`src/design/periph_irq_pkg.sv`:
```
// constants and types for the peripheral mode and interrupt configuration block
package periph_irq_pkg;

    // ****************************************
    // register map
    // ****************************************
    localparam int ADDR_W = 8;
    localparam int DATA_W = 32;
    localparam logic [7:0] MODE_OFS = 8'h0C;
    localparam logic [7:0] CFG_OFS = 8'h10;
    localparam logic [7:0] MASK_OFS = 8'h14;
    localparam logic [7:0] PEND_OFS = 8'h18;

    // ****************************************
    // peripheral_mode_control fields
    // ****************************************
    localparam int MODE_CLK_ON = 7;
    localparam int MODE_RESUME = 6;
    localparam int MODE_SUSPEND = 5;
    localparam int MODE_SW_RST = 4;
    localparam int MODE_GLINT = 3;
    localparam int MODE_WAKECS = 2;
    localparam logic [15:0] MODE_RST = 16'h0000;
    localparam logic [15:0] MODE_WMASK = 16'h00FC;
    localparam logic [15:0] MODE_BUS_KEEP = 16'h0008;

    // ****************************************
    // interrupt_output_config fields
    // ****************************************
    localparam int CFG_CTRL_LSB = 6;
    localparam int CFG_IN_LSB = 4;
    localparam int CFG_OUT_LSB = 2;
    localparam int CFG_LVL = 1;
    localparam int CFG_POL = 0;
    localparam logic [7:0] CFG_RST = 8'hFC;
    localparam logic [7:0] CFG_BUS_SET = 8'hFC;
    localparam logic [7:0] CFG_BUS_KEEP = 8'h03;
    localparam logic [1:0] FLT_ALL = 2'h0;
    localparam logic [1:0] FLT_ACK = 2'h1;
    localparam int FLT_FIRST_NAK = 1;

    // ****************************************
    // per-source mask and pending layout
    // ****************************************
    localparam logic [31:0] MASK_RST = 32'h0000_0000;
    localparam logic [31:0] MASK_WMASK = 32'h03FF_FDFF;
    localparam logic [31:0] MASK_BUS_KEEP = 32'h0000_0001;
    localparam logic [4:0] EP_IRQ_BASE = 5'h0A;
    localparam int SETUP_BIT = 8;

    // ****************************************
    // timing
    // ****************************************
    localparam int CLK_FREQ_KHZ = 20000;
    localparam int CLK_PERIOD_NS = 50;
    localparam int SUSP_DELAY_MS = 2;
    localparam int RES_DELAY_MS = 5;
    localparam int RES_DRIVE_MS = 10;
    localparam int IRQ_PULSE_NS = 60;
    localparam int SUSP_DELAY_CYC = SUSP_DELAY_MS * CLK_FREQ_KHZ;
    localparam int RES_DELAY_CYC = RES_DELAY_MS * CLK_FREQ_KHZ;
    localparam int RES_DRIVE_CYC = RES_DRIVE_MS * CLK_FREQ_KHZ;
    localparam int PULSE_CYC = (IRQ_PULSE_NS + CLK_PERIOD_NS - 1) / CLK_PERIOD_NS;
    localparam int PULSE_W = 2;
    localparam int TMR_W = 18;

    // ****************************************
    // types
    // ****************************************
    typedef enum logic [1:0] {HS_ACK = 2'h0, HS_NAK = 2'h1, HS_NYET = 2'h2} hs_kind_t;
    typedef enum logic [2:0] {S_ACTIVE = 3'h1, S_SUSP = 3'h2, S_STOP = 3'h4} susp_state_t;
    typedef enum logic [2:0] {R_IDLE = 3'h1, R_WAIT = 3'h2, R_DRIVE = 3'h4} res_state_t;

endpackage

```
`src/design/cycle_timer.sv`:
```
// one-shot down counter that pulses when a loaded count expires
`timescale 1ns/10ps
module cycle_timer #(
    parameter int W = 18
) (
    // clock and reset
    input logic ref_clk_i,
    input logic rst_b_i,
    // control
    input logic start_i,
    input logic clear_i,
    input logic [W-1:0] count_i,
    // status
    output logic busy_o,
    output logic done_o
);

    logic [W-1:0] cnt_r;

    always_ff @(posedge ref_clk_i)
    begin
        if (!rst_b_i)
            cnt_r <= '0;
        else if (start_i)
            cnt_r <= count_i;
        else if (clear_i)
            cnt_r <= '0;
        else if (cnt_r != '0)
            cnt_r <= cnt_r - 1'b1;
    end

    // a restart or clear in the last cycle swallows the expiry
    always_ff @(posedge ref_clk_i)
    begin
        if (!rst_b_i)
            done_o <= 1'b0;
        else
            done_o <= (cnt_r == W'(1)) && !start_i && !clear_i;
    end

    assign busy_o = (cnt_r != '0);

endmodule

```
`src/design/periph_mode_irq.sv`:
```
// suspend, resume, soft reset and interrupt output logic of the peripheral controller
// Notes on behaviour
// - clock-always-on clear: suspend stops the clock about 2 ms later
// - clock-always-on set: suspend is entered but the clock never stops
// - send-resume one-then-zero: wait 5 ms, then drive resume for 10 ms
// - go-suspend one-then-zero enters suspend mode
// - soft-reset one-then-zero resets the block like the reset pin
// - global enable low keeps the interrupt output inactive
// - enabling globally with an unmasked pending source asserts the output at once
// - pulse mode may drop events seen while global enable was low
// - wake-on-chip-select: a register read restarts the stopped clock
// - polarity bit: 0 active low, 1 active high; kept over bus reset
// - level bit: 0 level, 1 pulse of two 50 ns cycles (at least 60 ns); kept over bus reset
// - endpoint interrupts come from ACK, NAK or NYET, filtered per field
// - filter field by traffic: control ep0, data IN, data OUT
// - filter 00: all ACK and NAK, plus NYET on data OUT
// - filter 01: ACK only, plus NYET on data OUT, never NAK
// - filter 1x: all ACK (and NYET on data OUT) and first NAK after ACK
// - bus reset clears all source enables except bus-reset enable
//
// Our own choice: the plain strobed port.
`timescale 1ns/10ps
module periph_mode_irq
    import periph_irq_pkg::*;
#(
    parameter int SUSP_CYC = SUSP_DELAY_CYC,
    parameter int RES_WAIT_CYC = RES_DELAY_CYC,
    parameter int RES_SIG_CYC = RES_DRIVE_CYC
) (
    // clock and reset
    input logic ref_clk_i,
    input logic rst_b_i,
    // register port
    input logic [ADDR_W-1:0] addr_i,
    input logic [DATA_W-1:0] wdata_i,
    input logic wr_i,
    input logic rd_i,
    output logic [DATA_W-1:0] rdata_o,
    // serial interface engine events
    input logic hs_valid_i,
    input logic [1:0] hs_kind_i,
    input logic [2:0] hs_ep_i,
    input logic hs_in_i,
    input logic setup_evt_i,
    input logic [7:0] bus_evt_i,
    input logic usb_bus_reset_i,
    input logic usb_resume_i,
    // outputs
    output logic irq_o,
    output logic suspended_o,
    output logic clk_stop_o,
    output logic resume_drive_o,
    output logic soft_reset_o
);

    // ****************************************
    // decode and command detection
    // ****************************************
    function automatic logic fell(input logic [15:0] old_v, input logic [15:0] new_v,
                                  input int pos);
        return old_v[pos] & ~new_v[pos];
    endfunction

    function automatic logic hs_pass(input logic [1:0] mode, input logic [1:0] kind,
                                     input logic is_out, input logic first_nak);
        logic ack_like;
        logic nak;
        ack_like = (kind == HS_ACK) || (is_out && kind == HS_NYET);
        nak = (kind == HS_NAK);
        if (mode[FLT_FIRST_NAK])
            return ack_like || (nak && first_nak);
        else if (mode == FLT_ALL)
            return ack_like || nak;
        else
            return ack_like;
    endfunction

    logic soft_rst_r;
    logic core_rst_b;
    logic [15:0] mode_r;
    logic [7:0] cfg_r;
    logic [31:0] mask_r;
    logic [31:0] pend_r;
    logic [15:0] nak_seen_r;
    logic glint_prev_r;
    logic [PULSE_W-1:0] pulse_cnt_r;
    logic wr_mode;
    logic wr_cfg;
    logic wr_mask;
    logic wr_pend;
    logic go_susp_fire;
    logic send_res_fire;
    logic sw_rst_fire;
    logic glint;
    logic clk_on;
    logic lvl;
    logic pol;

    assign wr_mode = wr_i && (addr_i == MODE_OFS);
    assign wr_cfg = wr_i && (addr_i == CFG_OFS);
    assign wr_mask = wr_i && (addr_i == MASK_OFS);
    assign wr_pend = wr_i && (addr_i == PEND_OFS);
    // only a falling write acts, so a bit left at one repeats nothing
    assign go_susp_fire = wr_mode && fell(mode_r, wdata_i[15:0], MODE_SUSPEND);
    assign send_res_fire = wr_mode && fell(mode_r, wdata_i[15:0], MODE_RESUME);
    assign sw_rst_fire = wr_mode && fell(mode_r, wdata_i[15:0], MODE_SW_RST);
    assign glint = mode_r[MODE_GLINT];
    assign clk_on = mode_r[MODE_CLK_ON];
    assign lvl = cfg_r[CFG_LVL];
    assign pol = cfg_r[CFG_POL];

    // ****************************************
    // soft reset
    // ****************************************
    // one-cycle pulse held only by the pin reset, so it cannot reset itself
    always_ff @(posedge ref_clk_i)
    begin
        if (!rst_b_i)
            soft_rst_r <= 1'b0;
        else
            soft_rst_r <= sw_rst_fire;
    end

    assign core_rst_b = rst_b_i && !soft_rst_r;
    assign soft_reset_o = soft_rst_r;

    // ****************************************
    // registers
    // ****************************************
    always_ff @(posedge ref_clk_i)
    begin
        if (!core_rst_b)
            mode_r <= MODE_RST;
        else if (wr_mode)
            mode_r <= wdata_i[15:0] & MODE_WMASK;
        else if (usb_bus_reset_i)
            mode_r <= mode_r & MODE_BUS_KEEP;
    end

    always_ff @(posedge ref_clk_i)
    begin
        if (!core_rst_b)
            cfg_r <= CFG_RST;
        else if (wr_cfg)
            cfg_r <= wdata_i[7:0];
        else if (usb_bus_reset_i)
            cfg_r <= (cfg_r & CFG_BUS_KEEP) | CFG_BUS_SET;
    end

    always_ff @(posedge ref_clk_i)
    begin
        if (!core_rst_b)
            mask_r <= MASK_RST;
        else if (wr_mask)
            mask_r <= wdata_i & MASK_WMASK;
        else if (usb_bus_reset_i)
            mask_r <= mask_r & MASK_BUS_KEEP;
    end

    // ****************************************
    // handshake filtering
    // ****************************************
    logic [1:0] fld;
    logic is_out;
    logic [3:0] nak_idx;
    logic [4:0] ep_bit;
    logic hs_ok;
    logic [31:0] set_vec;

    always_comb
    begin
        if (hs_ep_i == 3'h0)
            fld = cfg_r[CFG_CTRL_LSB +: 2];
        else if (hs_in_i)
            fld = cfg_r[CFG_IN_LSB +: 2];
        else
            fld = cfg_r[CFG_OUT_LSB +: 2];
    end

    assign is_out = (hs_ep_i != 3'h0) && !hs_in_i;
    assign nak_idx = {hs_ep_i, hs_in_i};
    assign ep_bit = EP_IRQ_BASE + {1'b0, nak_idx};
    assign hs_ok = hs_valid_i && hs_pass(fld, hs_kind_i, is_out, !nak_seen_r[nak_idx]);

    always_comb
    begin
        set_vec = '0;
        set_vec[7:0] = bus_evt_i;
        set_vec[SETUP_BIT] = setup_evt_i;
        if (hs_ok)
            set_vec[ep_bit] = 1'b1;
    end

    // a NAK is "first" again only after an ACK on the same endpoint direction
    always_ff @(posedge ref_clk_i)
    begin
        if (!core_rst_b)
            nak_seen_r <= '0;
        else if (hs_valid_i && hs_kind_i == HS_ACK)
            nak_seen_r[nak_idx] <= 1'b0;
        else if (hs_valid_i && hs_kind_i == HS_NAK)
            nak_seen_r[nak_idx] <= 1'b1;
    end

    // write one to clear; a new event in the same cycle wins
    always_ff @(posedge ref_clk_i)
    begin
        if (!core_rst_b)
            pend_r <= '0;
        else
            pend_r <= ((pend_r & ~(wr_pend ? wdata_i : 32'h0000_0000)) | set_vec) & MASK_WMASK;
    end

    // ****************************************
    // interrupt output
    // ****************************************
    logic active_any;
    logic pulse_start;
    logic irq_act;

    assign active_any = |(pend_r & mask_r);
    // events while disabled are not replayed, only a pending one on enable
    assign pulse_start = glint && (|(set_vec & mask_r) || (!glint_prev_r && active_any));
    assign irq_act = lvl ? (pulse_cnt_r != '0) : (glint && active_any);

    always_ff @(posedge ref_clk_i)
    begin
        if (!core_rst_b)
            glint_prev_r <= 1'b0;
        else
            glint_prev_r <= glint;
    end

    always_ff @(posedge ref_clk_i)
    begin
        if (!core_rst_b)
            pulse_cnt_r <= '0;
        else if (pulse_start && lvl)
            pulse_cnt_r <= PULSE_W'(PULSE_CYC);
        else if (pulse_cnt_r != '0)
            pulse_cnt_r <= pulse_cnt_r - 1'b1;
    end

    always_ff @(posedge ref_clk_i)
    begin
        if (!core_rst_b)
            irq_o <= 1'b1;
        else
            irq_o <= pol ? irq_act : !irq_act;
    end

    // ****************************************
    // suspend control
    // ****************************************
    susp_state_t susp_state_r;
    susp_state_t susp_nxt;
    logic wake;
    logic susp_done;
    res_state_t res_state_r;

    // the reference clock is assumed free running; clk_stop_o gates the core
    assign wake = usb_resume_i || (res_state_r == R_DRIVE)
                  || (mode_r[MODE_WAKECS] && rd_i);

    always_comb
    begin
        susp_nxt = susp_state_r;
        case (susp_state_r)
            S_ACTIVE:
                if (go_susp_fire)
                    susp_nxt = S_SUSP;
            S_SUSP:
                if (wake)
                    susp_nxt = S_ACTIVE;
                else if (susp_done && !clk_on)
                    susp_nxt = S_STOP;
            S_STOP:
                if (wake)
                    susp_nxt = S_ACTIVE;
                else if (clk_on)
                    susp_nxt = S_SUSP;
            default:
                susp_nxt = S_ACTIVE;
        endcase
    end

    always_ff @(posedge ref_clk_i)
    begin
        if (!core_rst_b)
        begin
            susp_state_r <= S_ACTIVE;
            suspended_o <= 1'b0;
            clk_stop_o <= 1'b0;
        end
        else
        begin
            susp_state_r <= susp_nxt;
            suspended_o <= (susp_nxt != S_ACTIVE);
            clk_stop_o <= (susp_nxt == S_STOP);
        end
    end

    cycle_timer #(.W(TMR_W)) u_susp_tmr (
        .ref_clk_i(ref_clk_i),
        .rst_b_i(core_rst_b),
        .start_i(go_susp_fire && susp_state_r == S_ACTIVE),
        .clear_i(wake),
        .count_i(TMR_W'(SUSP_CYC)),
        .busy_o(),
        .done_o(susp_done)
    );

    // ****************************************
    // resume signalling
    // ****************************************
    res_state_t res_nxt;
    logic res_start;
    logic res_done;

    assign res_start = (res_state_r == R_IDLE && send_res_fire)
                       || (res_state_r == R_WAIT && res_done);

    always_comb
    begin
        res_nxt = res_state_r;
        case (res_state_r)
            R_IDLE:
                if (send_res_fire)
                    res_nxt = R_WAIT;
            R_WAIT:
                if (res_done)
                    res_nxt = R_DRIVE;
            R_DRIVE:
                if (res_done)
                    res_nxt = R_IDLE;
            default:
                res_nxt = R_IDLE;
        endcase
    end

    always_ff @(posedge ref_clk_i)
    begin
        if (!core_rst_b)
        begin
            res_state_r <= R_IDLE;
            resume_drive_o <= 1'b0;
        end
        else
        begin
            res_state_r <= res_nxt;
            resume_drive_o <= (res_nxt == R_DRIVE);
        end
    end

    cycle_timer #(.W(TMR_W)) u_res_tmr (
        .ref_clk_i(ref_clk_i),
        .rst_b_i(core_rst_b),
        .start_i(res_start),
        .clear_i(1'b0),
        .count_i(res_state_r == R_IDLE ? TMR_W'(RES_WAIT_CYC) : TMR_W'(RES_SIG_CYC)),
        .busy_o(),
        .done_o(res_done)
    );

    // ****************************************
    // read port
    // ****************************************
    always_ff @(posedge ref_clk_i)
    begin
        if (!core_rst_b || !rd_i)
            rdata_o <= '0;
        else
            case (addr_i)
                MODE_OFS: rdata_o <= {16'h0000, mode_r};
                CFG_OFS: rdata_o <= {24'h00_0000, cfg_r};
                MASK_OFS: rdata_o <= mask_r;
                PEND_OFS: rdata_o <= pend_r;
                default: rdata_o <= '0;
            endcase
    end

    // ****************************************
    // checks
    // ****************************************
    property p_susp_start;
        @(posedge ref_clk_i) disable iff (!core_rst_b)
        (go_susp_fire && susp_state_r == S_ACTIVE && !clk_on) |=>
            (susp_state_r == S_SUSP && !clk_stop_o);
    endproperty
    a_susp_start: assert property (p_susp_start) else $error("suspend entry wrong");

    property p_clk_on;
        @(posedge ref_clk_i) disable iff (!core_rst_b)
        clk_on |=> !clk_stop_o;
    endproperty
    a_clk_on: assert property (p_clk_on) else $error("clock stopped while always on");

    property p_resume;
        @(posedge ref_clk_i) disable iff (!core_rst_b)
        (send_res_fire && res_state_r == R_IDLE) |=> (res_state_r == R_WAIT && !resume_drive_o);
    endproperty
    a_resume: assert property (p_resume) else $error("resume did not wait");

    property p_go_susp;
        @(posedge ref_clk_i) disable iff (!core_rst_b)
        (go_susp_fire && susp_state_r == S_ACTIVE) |=> suspended_o;
    endproperty
    a_go_susp: assert property (p_go_susp) else $error("suspend not entered");

    property p_soft_rst;
        @(posedge ref_clk_i) disable iff (!rst_b_i)
        sw_rst_fire |=> soft_rst_r ##1 (mode_r == MODE_RST && !suspended_o);
    endproperty
    a_soft_rst: assert property (p_soft_rst) else $error("soft reset missing");

    property p_glint_off;
        @(posedge ref_clk_i) disable iff (!core_rst_b)
        (!glint && pulse_cnt_r == '0) |=> (irq_o == !$past(pol));
    endproperty
    a_glint_off: assert property (p_glint_off) else $error("irq while disabled");

    property p_glint_on;
        @(posedge ref_clk_i) disable iff (!core_rst_b)
        ($rose(glint) && !lvl && active_any) |=> (irq_o == $past(pol));
    endproperty
    a_glint_on: assert property (p_glint_on) else $error("irq late on enable");

    property p_wake_cs;
        @(posedge ref_clk_i) disable iff (!core_rst_b)
        (susp_state_r == S_STOP && mode_r[MODE_WAKECS] && rd_i) |=> (!clk_stop_o && !suspended_o);
    endproperty
    a_wake_cs: assert property (p_wake_cs) else $error("read did not wake");

    property p_cfg_keep;
        @(posedge ref_clk_i) disable iff (!core_rst_b)
        (usb_bus_reset_i && !wr_cfg) |=> (cfg_r == ($past(cfg_r) & CFG_BUS_KEEP | CFG_BUS_SET));
    endproperty
    a_cfg_keep: assert property (p_cfg_keep) else $error("config bus reset wrong");

    property p_pulse;
        @(posedge ref_clk_i) disable iff (!core_rst_b)
        (pulse_start && lvl) |=> (pulse_cnt_r != '0) [*2];
    endproperty
    a_pulse: assert property (p_pulse) else $error("irq pulse too short");

    property p_ack_irq;
        @(posedge ref_clk_i) disable iff (!core_rst_b)
        (hs_valid_i && hs_kind_i == HS_ACK) |=> pend_r[$past(ep_bit)];
    endproperty
    a_ack_irq: assert property (p_ack_irq) else $error("ack lost");

    property p_nak_masked;
        @(posedge ref_clk_i) disable iff (!core_rst_b)
        (hs_valid_i && hs_kind_i == HS_NAK && fld == FLT_ACK && !pend_r[ep_bit])
            |=> !pend_r[$past(ep_bit)];
    endproperty
    a_nak_masked: assert property (p_nak_masked) else $error("nak not filtered");

    property p_mask_bus;
        @(posedge ref_clk_i) disable iff (!core_rst_b)
        (usb_bus_reset_i && !wr_mask) |=> (mask_r == ($past(mask_r) & MASK_BUS_KEEP));
    endproperty
    a_mask_bus: assert property (p_mask_bus) else $error("mask bus reset wrong");

endmodule

```
`config.mk`:
```
export PLATFORM = sky130hd
export DESIGN_NAME = periph_mode_irq
export DESIGN_NICKNAME = d
export VERILOG_FILES = /design/src/design/periph_irq_pkg.sv /design/src/design/cycle_timer.sv /design/src/design/periph_mode_irq.sv
export SDC_FILE = /design/constraint.sdc
export NUM_CORES = 1
export LEC_CHECK = 0
export BUFFER_PORTS_ARGS = -buffer_cell sky130_fd_sc_hd__buf_2
export CORE_ASPECT_RATIO = 1.75
export CORE_UTILIZATION = 25
export CTS_CLUSTER_DIAMETER = 50
export DETAILED_ROUTE_END_ITERATION = 7
export HOLD_SLACK_MARGIN = 0.1
export SYNTH_ARGS = -nofsm -noshare
export SYNTH_HDL_FRONTEND = slang
export SYNTH_SLANG_ARGS = --single-unit
```
`constraint.sdc`:
```
create_clock -name ref_clk_i -period 3.6 [get_ports ref_clk_i]
set_input_delay 0 -clock ref_clk_i [delete_from_list [all_inputs] [get_ports ref_clk_i]]
set_output_delay 0 -clock ref_clk_i [all_outputs]
set_load 0.02 [all_outputs]
```
==> results by group, run 1 <==
Floorplan
  – Initial core utilization: 0.255
  – Die Wd: around 130 um
  – Die ar.: between 30000 and 40000 um^2
  – Core box area: between 20000 and 30000 um^2
  – Num rows: between 80 and 90
  – Chip height: approximately 230 um
  – Io pins: roughly 100

Worst hold path
  – Beginning of the worst hold path: rd_i
  – Worst Hold Class: primary input to flip-flop

Critical path
  – Critical Path AT: ~3.5 ns
  – R2R Path Start: cfg_r[2]
  – Cell Chain, Critical Path: dlygate4sd3_1, buf_2, inv_1, ha_1, nor2b_1, o22a_1, o2111ai_1, o211ai_1, nor3_1, buf_4, a221oi_1, dlygate4sd3_1, nor2_1
  – Number of cells on the critical path: 13
  – Reg2Reg Depth: 9
  – Crit path capture type: flip-flop
  – Slowest cell on crit path: dlygate4sd3_1
  – CP Launch Type: primary input
  – CP Buf/Inv Count: 5
  – Crit path max fanout: 16
  – Crit path from: hs_ep_i[1]
  – Worst endpoint required time: ~3.9 ns
  – CP Capture Point: pend_r[0]
  – End of the worst register-to-register path: pend_r[0]
  – Cell repeated most along the worst path: dlygate4sd3_1
  – WS Path Type: primary input to flip-flop
  – CP top delay family: buffers and inverters
  – Critical Path Max Stage Delay: 0.60 ns
  – R2R setup slack: between 0.7 and 0.8 ns

Clock network
  – Inserted Clock Buffers: 17
  – Clk pin slew, worst setup/hold paths: 0.07 ns
  – CTS resizes: 0
  – CTS tree: built
  – Clock tree buffer depth: 2
  – Clock latency on the worst-skew pair: roughly 0.44 ns
  – Post-CTS setup buffer count: 0
  – CTS hold repair buffers: 56
  – H-tree levels: 4
  – Root Driver: clkbuf_16
  – Total clock sinks: roughly 160

GRT
  – Initial antenna violation count: 0
  – Overall routing resource usage: 0.152
  – Largest net degree at the start of global routing: between 60 and 70
  – Gr busiest metal: met2
  – Met1 usage: 0.151
  – Global-route wire length before repair: between 30 and 40 mm
  – GR Layer Usage met2: 0.278
  – Gr ovfl total: 0
  – Grt met3 use: 0.0281
  – Vias in the first global route: about 7.0k

Timing
  – Final clock skew: ~0.009 ns
  – RSZ-0062 raised after global routing: no
  – Fin. Hold Viols: 0
  – Fin Setup TNS: 0 ns
  – Max Clk Rate: around 0.32 GHz
  – Final number of max-transition violations: 0
  – Relative slew slack: 0.441
  – Fin crit share: 0.880
  – Final setup fails: 0
  – Slew @ Worst Pin: around 0.83 ns
  – Period minus WS final: ~3.2 ns

Cells and area
  – Final non-filler cell total: about 1.4k
  – Final nets: roughly 1.1k
  – Most frequent cells in the layout: dfxtp_1, nor2_1, nand2_1
  – Reg area: between 3000 and 4000 um^2
  – Fillers: around 3.1k
  – Core Util, Final: 0.319
  – Commonest non-fill, non-tap cell in the layout: dfxtp_1
  – Share of cells above drive strength 1: 0.156
  – Multi-input logic area: roughly 4000 um^2
  – Synth-to-Final Area Change: 25.2%
  – Antenna cells: 0

Power and ir drop
  – Pint: between 0.003 and 0.004 W
  – Final Power: around 0.0054 W
  – Seq pwr share: 0.379
  – Switch share: 0.329
  – Clock share of power: 0.332
  – LEAKAGE: ~3.5 nW
  – Combinational power share: 0.288
  – Peak supply drop: roughly 0.27 mV
  – Pwr per Cell Area: roughly 580 nW/um^2
  – P_sw: between 0.0015 and 0.002 W

Logic synthesis
  – Fraction of registers with async set/reset: 0
  – Post-synth EDFFs: 0
  – Register area share after synthesis: 0.422
  – #FFs+latches synth: approximately 160
  – Post-Synthesis Cell Area: 7450 um^2
  – Post-Synthesis Cells: between 800 and 900
  – Synth cell types: 71
  – Avg Inst Size Synth: 8.30 um^2
  – Synth Warn #: 0
  – Top_reg_cell synth: dfxtp_1

Placement
  – Post-DP HPWL: about 16 mm
  – GPL Wtd Cong: about 0.86
  – Inst Count DP: around 1.3k
  – PortBufs: 84

Routing
  – Mean routed wirelength per cell: 16.2 um
  – Wirelength, routed: 22.8 mm
  – Initial DRC Count: approximately 350
  – Vias per Instance: 5.02
  – DRC: 0
  – Via count: ~7.1k
  – Antenna-violating nets left: 0
  – Drt first pass iters: 7

Outcome
  – Status: finished clean

Run
  – Max Cap Viol: 0
## tightest hold or removal path, delay by kind of cell
family                 cells  cell delay, ns
buffers and inverters      2            0.35
AND/OR/NAND/NOR            2            0.19
## logic make-up after synthesis
| kind of cell | Yosys count | share of synthesized area |
|---|---|---|
| fa+ha+maj | 6 | 0.0101 |
| xor+xnor | 27 | 0.0317 |
| other cells | 1 | 0.000503 |
| compound gates | 199 | 0.171 |
| mux | 24 | 0.0389 |
| flops | 157 | 0.422 |
| simple gates | 409 | 0.279 |
| buf+inv | 75 | 0.0472 |
## cells in the mapped netlist (11+ instances only)
| cell type | n | share of area |
|---|---|---|
| a21oi_1 | 82 | 0.055 |
| a221oi_1 | 12 | 0.014 |
| a22oi_1 | 51 | 0.051 |
| buf_2 | 12 | 0.0081 |
| clkbuf_1 | 33 | 0.017 |
| dfxtp_1 | 157 | 0.42 |
| inv_1 | 14 | 0.0071 |
| mux2i_1 | 11 | 0.015 |
| nand2_1 | 87 | 0.044 |
| nand2b_1 | 11 | 0.0092 |
| nand3_1 | 18 | 0.012 |
| nand3b_1 | 12 | 0.012 |
| nor2_1 | 141 | 0.071 |
| nor3_1 | 39 | 0.026 |
| nor3b_1 | 26 | 0.026 |
| o21ai_0 | 17 | 0.011 |
| xnor2_1 | 18 | 0.021 |
## stage by stage
stage	area [um^2]	hold slack, ns	worst slack (ns)
6_report	9330	0.158	0.430
4_1_cts	9330	0.146	0.500
2_1_floorplan	7480	0.0766	0.957
3_3_place_gp	8190	0.245	0.862
3_5_place_dp	8190	0.246	0.850
5_1_grt	9330	0.169	0.221
## worst min-delay path by stage
| stage | endpoint | slack (ns) | depth (start not counted) |
|---|---|---|---|
| 4_1_cts | rdata_o[12] | 0.15 | 4 |
| 3_5_place_dp | soft_reset_o | 0.25 | 2 |
| 5_1_grt | rdata_o[11] | 0.17 | 4 |
| 6_report | rdata_o[11] | 0.16 | 4 |
| 2_1_floorplan | soft_reset_o | 0.08 | 1 |
| 3_3_place_gp | pend_r[8] | 0.25 | 3 |
## power groups by stage
stage / clock [W] / sequential, W / combinational (W)
global placement: 0 / 0.00207 / 0.00149
floorplan: 0 / 0.00204 / 0.00123
detailed placement: 0 / 0.00208 / 0.00150
finish: 0.00179 / 0.00204 / 0.00155
global route: 0.00190 / 0.00206 / 0.00173
CTS: 0.00183 / 0.00204 / 0.00156
## layout make-up
cell class              instances  area share
repair buffers                152       0.116
well taps                     382      0.0512
clock inverters                14      0.0154
inverters                      14     0.00563
clock buffers                  18      0.0471
flip-flops and latches        157       0.337
multi-input cells             672       0.428
## metal layers
| metal | part of all wire | wire (um) |
|---|---|---|
| met2 | 0.52 | 11800 |
| met4 | 0.062 | 1410 |
| met5 | 0 | 0 |
| met3 | 0.050 | 1140 |
| met1 | 0.37 | 8420 |
(Power assumes the default switching activity.)
==> inputs of run 2 (changes only) <==
clock period = 2.8 ns   (was 3.6 ns; I/O delays follow)
==> run 2 against run 1 <==
Against the previous run: die area is the same; clock-buffer cell count is 1 higher; clock skew grew 0.0040 ns; non-clock buffer count down 8; sequential power grew 28%; critical path type is now flip-flop to flip-flop; critical endpoint is now pend_r[2].
==> results by group, run 2 (synthesized netlist as in run 1, its figures left out) <==
Floorplan
  – Core box area: between 20000 and 30000 um^2
  – Io pins: 99
  – Die ar.: between 30000 and 40000 um^2
  – Die Wd: approximately 130 um
  – Chip height: about 230 um
  – Num rows: between 80 and 90
  – Initial core utilization: 0.255

Outcome
  – Status: finished clean

Routing
  – DRC: 0
  – Antenna-violating nets left: 0
  – Wirelength, routed: roughly 23 mm
  – Mean routed wirelength per cell: around 17 um
  – Vias per Instance: ~5.0
  – Via count: about 7k
  – Drt first pass iters: 5
  – Initial DRC Count: about 440

Critical path
  – CP Buf/Inv Count: 2
  – Critical Path Max Stage Delay: just under 0.6 ns
  – CP Capture Point: pend_r[2]
  – R2R setup slack: around 0.15 ns
  – CP top delay family: buffers and inverters
  – Worst endpoint required time: just over 3 ns
  – WS Path Type: flip-flop to flip-flop
  – Cell Chain, Critical Path: or3b_2, a21oi_1, o41ai_1, o211ai_1, nor4_2, buf_4, a221oi_1, dlygate4sd3_1, nor2_1
  – CP Launch Type: flip-flop
  – Crit path max fanout: 7
  – Critical Path AT: just under 3 ns
  – Number of cells on the critical path: 9
  – Reg2Reg Depth: 9
  – Crit path from: cfg_r[2]
  – R2R Path Start: cfg_r[2]
  – End of the worst register-to-register path: pend_r[2]
  – Crit path capture type: flip-flop
  – Slowest cell on crit path: dlygate4sd3_1

Worst hold path
  – Worst Hold Class: primary input to flip-flop
  – Hold path cells: 5

Timing
  – Final clock skew: roughly 0.013 ns
  – Fin crit share: 0.946
  – Slew @ Worst Pin: 1.03 ns
  – Min Hold Slack: 0.142 ns
  – Final number of max-transition violations: 0
  – Relative slew slack: 0.307
  – Final setup fails: 0
  – Fin Setup TNS: 0 ns
  – Period minus WS final: roughly 2.7 ns
  – Fin. Hold Viols: 0
  – Max Clk Rate: about 0.38 GHz

Placement
  – PortBufs: 84
  – GPL Wtd Cong: between 0.8 and 0.9
  – Post-DP HPWL: around 17 mm

Cells and area
  – Fillers: roughly 3.1k
  – Final nets: ~1.1k
  – Synth-to-Final Area Change: 23.8%
  – Core Util, Final: 0.315
  – Antenna cells: 0
  – Share of cells above drive strength 1: 0.166
  – Commonest non-fill, non-tap cell in the layout: dfxtp_1
  – Most frequent cells in the layout: dfxtp_1, nor2_1, nand2_1

GRT
  – Vias in the first global route: 6934
  – Initial antenna violation count: 0
  – Gr ovfl total: 0
  – Overall routing resource usage: 0.154
  – Largest net degree at the start of global routing: 56
  – Global-route wire length before repair: approximately 37 mm

Clock network
  – Root Driver: clkbuf_16
  – Clock tree buffer depth: 2
  – Inserted Clock Buffers: 17
  – Total clock sinks: about 160
  – Clk pin slew, worst setup/hold paths: roughly 0.070 ns
  – Clock latency on the worst-skew pair: roughly 0.43 ns
  – CTS tree: built
  – H-tree levels: 4

Power and ir drop
  – LEAKAGE: ~3.4 nW
  – Peak supply drop: about 0.41 mV
  – Pwr per Cell Area: between 700 and 800 nW/um^2

Run
  – Max Cap Viol: 0
[run 2: cell types whose count changed in the layout (fill, tap and decap cells not counted), sizes merged]
cell / change
buf: +9
clkbuf: +1
clkinv: -5
clkinvlp: +2
dlygate4sd3: -17
inv: +2
[run 2: final cells by class]
class	instances	area, um^2	area share
clock buffer	19	433	0.0469
clock inverter	13	140	0.0152
inverter	14	52.6	0.00570
multi-input combinational	672	4000	0.433
sequential	157	3140	0.341
tap	382	478	0.0518
timing repair buffer	144	981	0.106
[run 2: how the worst min path moves through the flow]
stage              endpoint  startpoint  slack (ns)
2_1_floorplan  soft_reset_o  wdata_i[4]        0.08
3_3_place_gp   soft_reset_o  wdata_i[4]        0.25
3_5_place_dp   soft_reset_o  wdata_i[4]        0.24
4_1_cts           mode_r[4]   addr_i[1]        0.14
5_1_grt           mode_r[3]   addr_i[1]        0.17
6_report          flip-flop  hs_ep_i[1]        0.14
[run 2: power by group]
group | switching, W | total, W | internal (W)
logic | 0.00115 | 0.00204 | 0.000894
clock network | 0.000964 | 0.00228 | 0.00132
registers | 0.000189 | 0.00262 | 0.00243
total | 0.00230 | 0.00695 | 0.00465
[run 2: worst register-to-register path: stages, from the launching register on]
cell and delay [ns]:
dfxtp_1 0.36, or3b_2 0.46, a21oi_1 0.15, o41ai_1 0.09
o211ai_1 0.28, nor4_2 0.07, buf_4 0.20, a221oi_1 0.26
dlygate4sd3_1 0.59, nor2_1 0.05
[run 2: stage by stage]
step	total power [W]	setup slack, ns	cells	area, um^2
finish	0.00695	0.150	1401	9230
global route	0.00735	-0.0154	1401	9230
CTS	0.00697	0.122	1399	9200
detailed placement	0.00464	0.155	1328	8240
global placement	0.00461	0.276	1328	8240
floorplan	0.00420	0.157	904	7480
[run 2: routing by layer]
metal,track usage,part of all wire
met1,0.155,0.37
met4,0.104,0.051
met3,0.0217,0.037
met5,0,0
met2,0.289,0.54
[run 2: repair_timing]
item                                    CTS  global route
endpoints found under the hold margin    69             0
resized for setup                         0             2
endpoints found under the setup margin    0             1
setup buffers                             0             2
hold buffers                             39             0
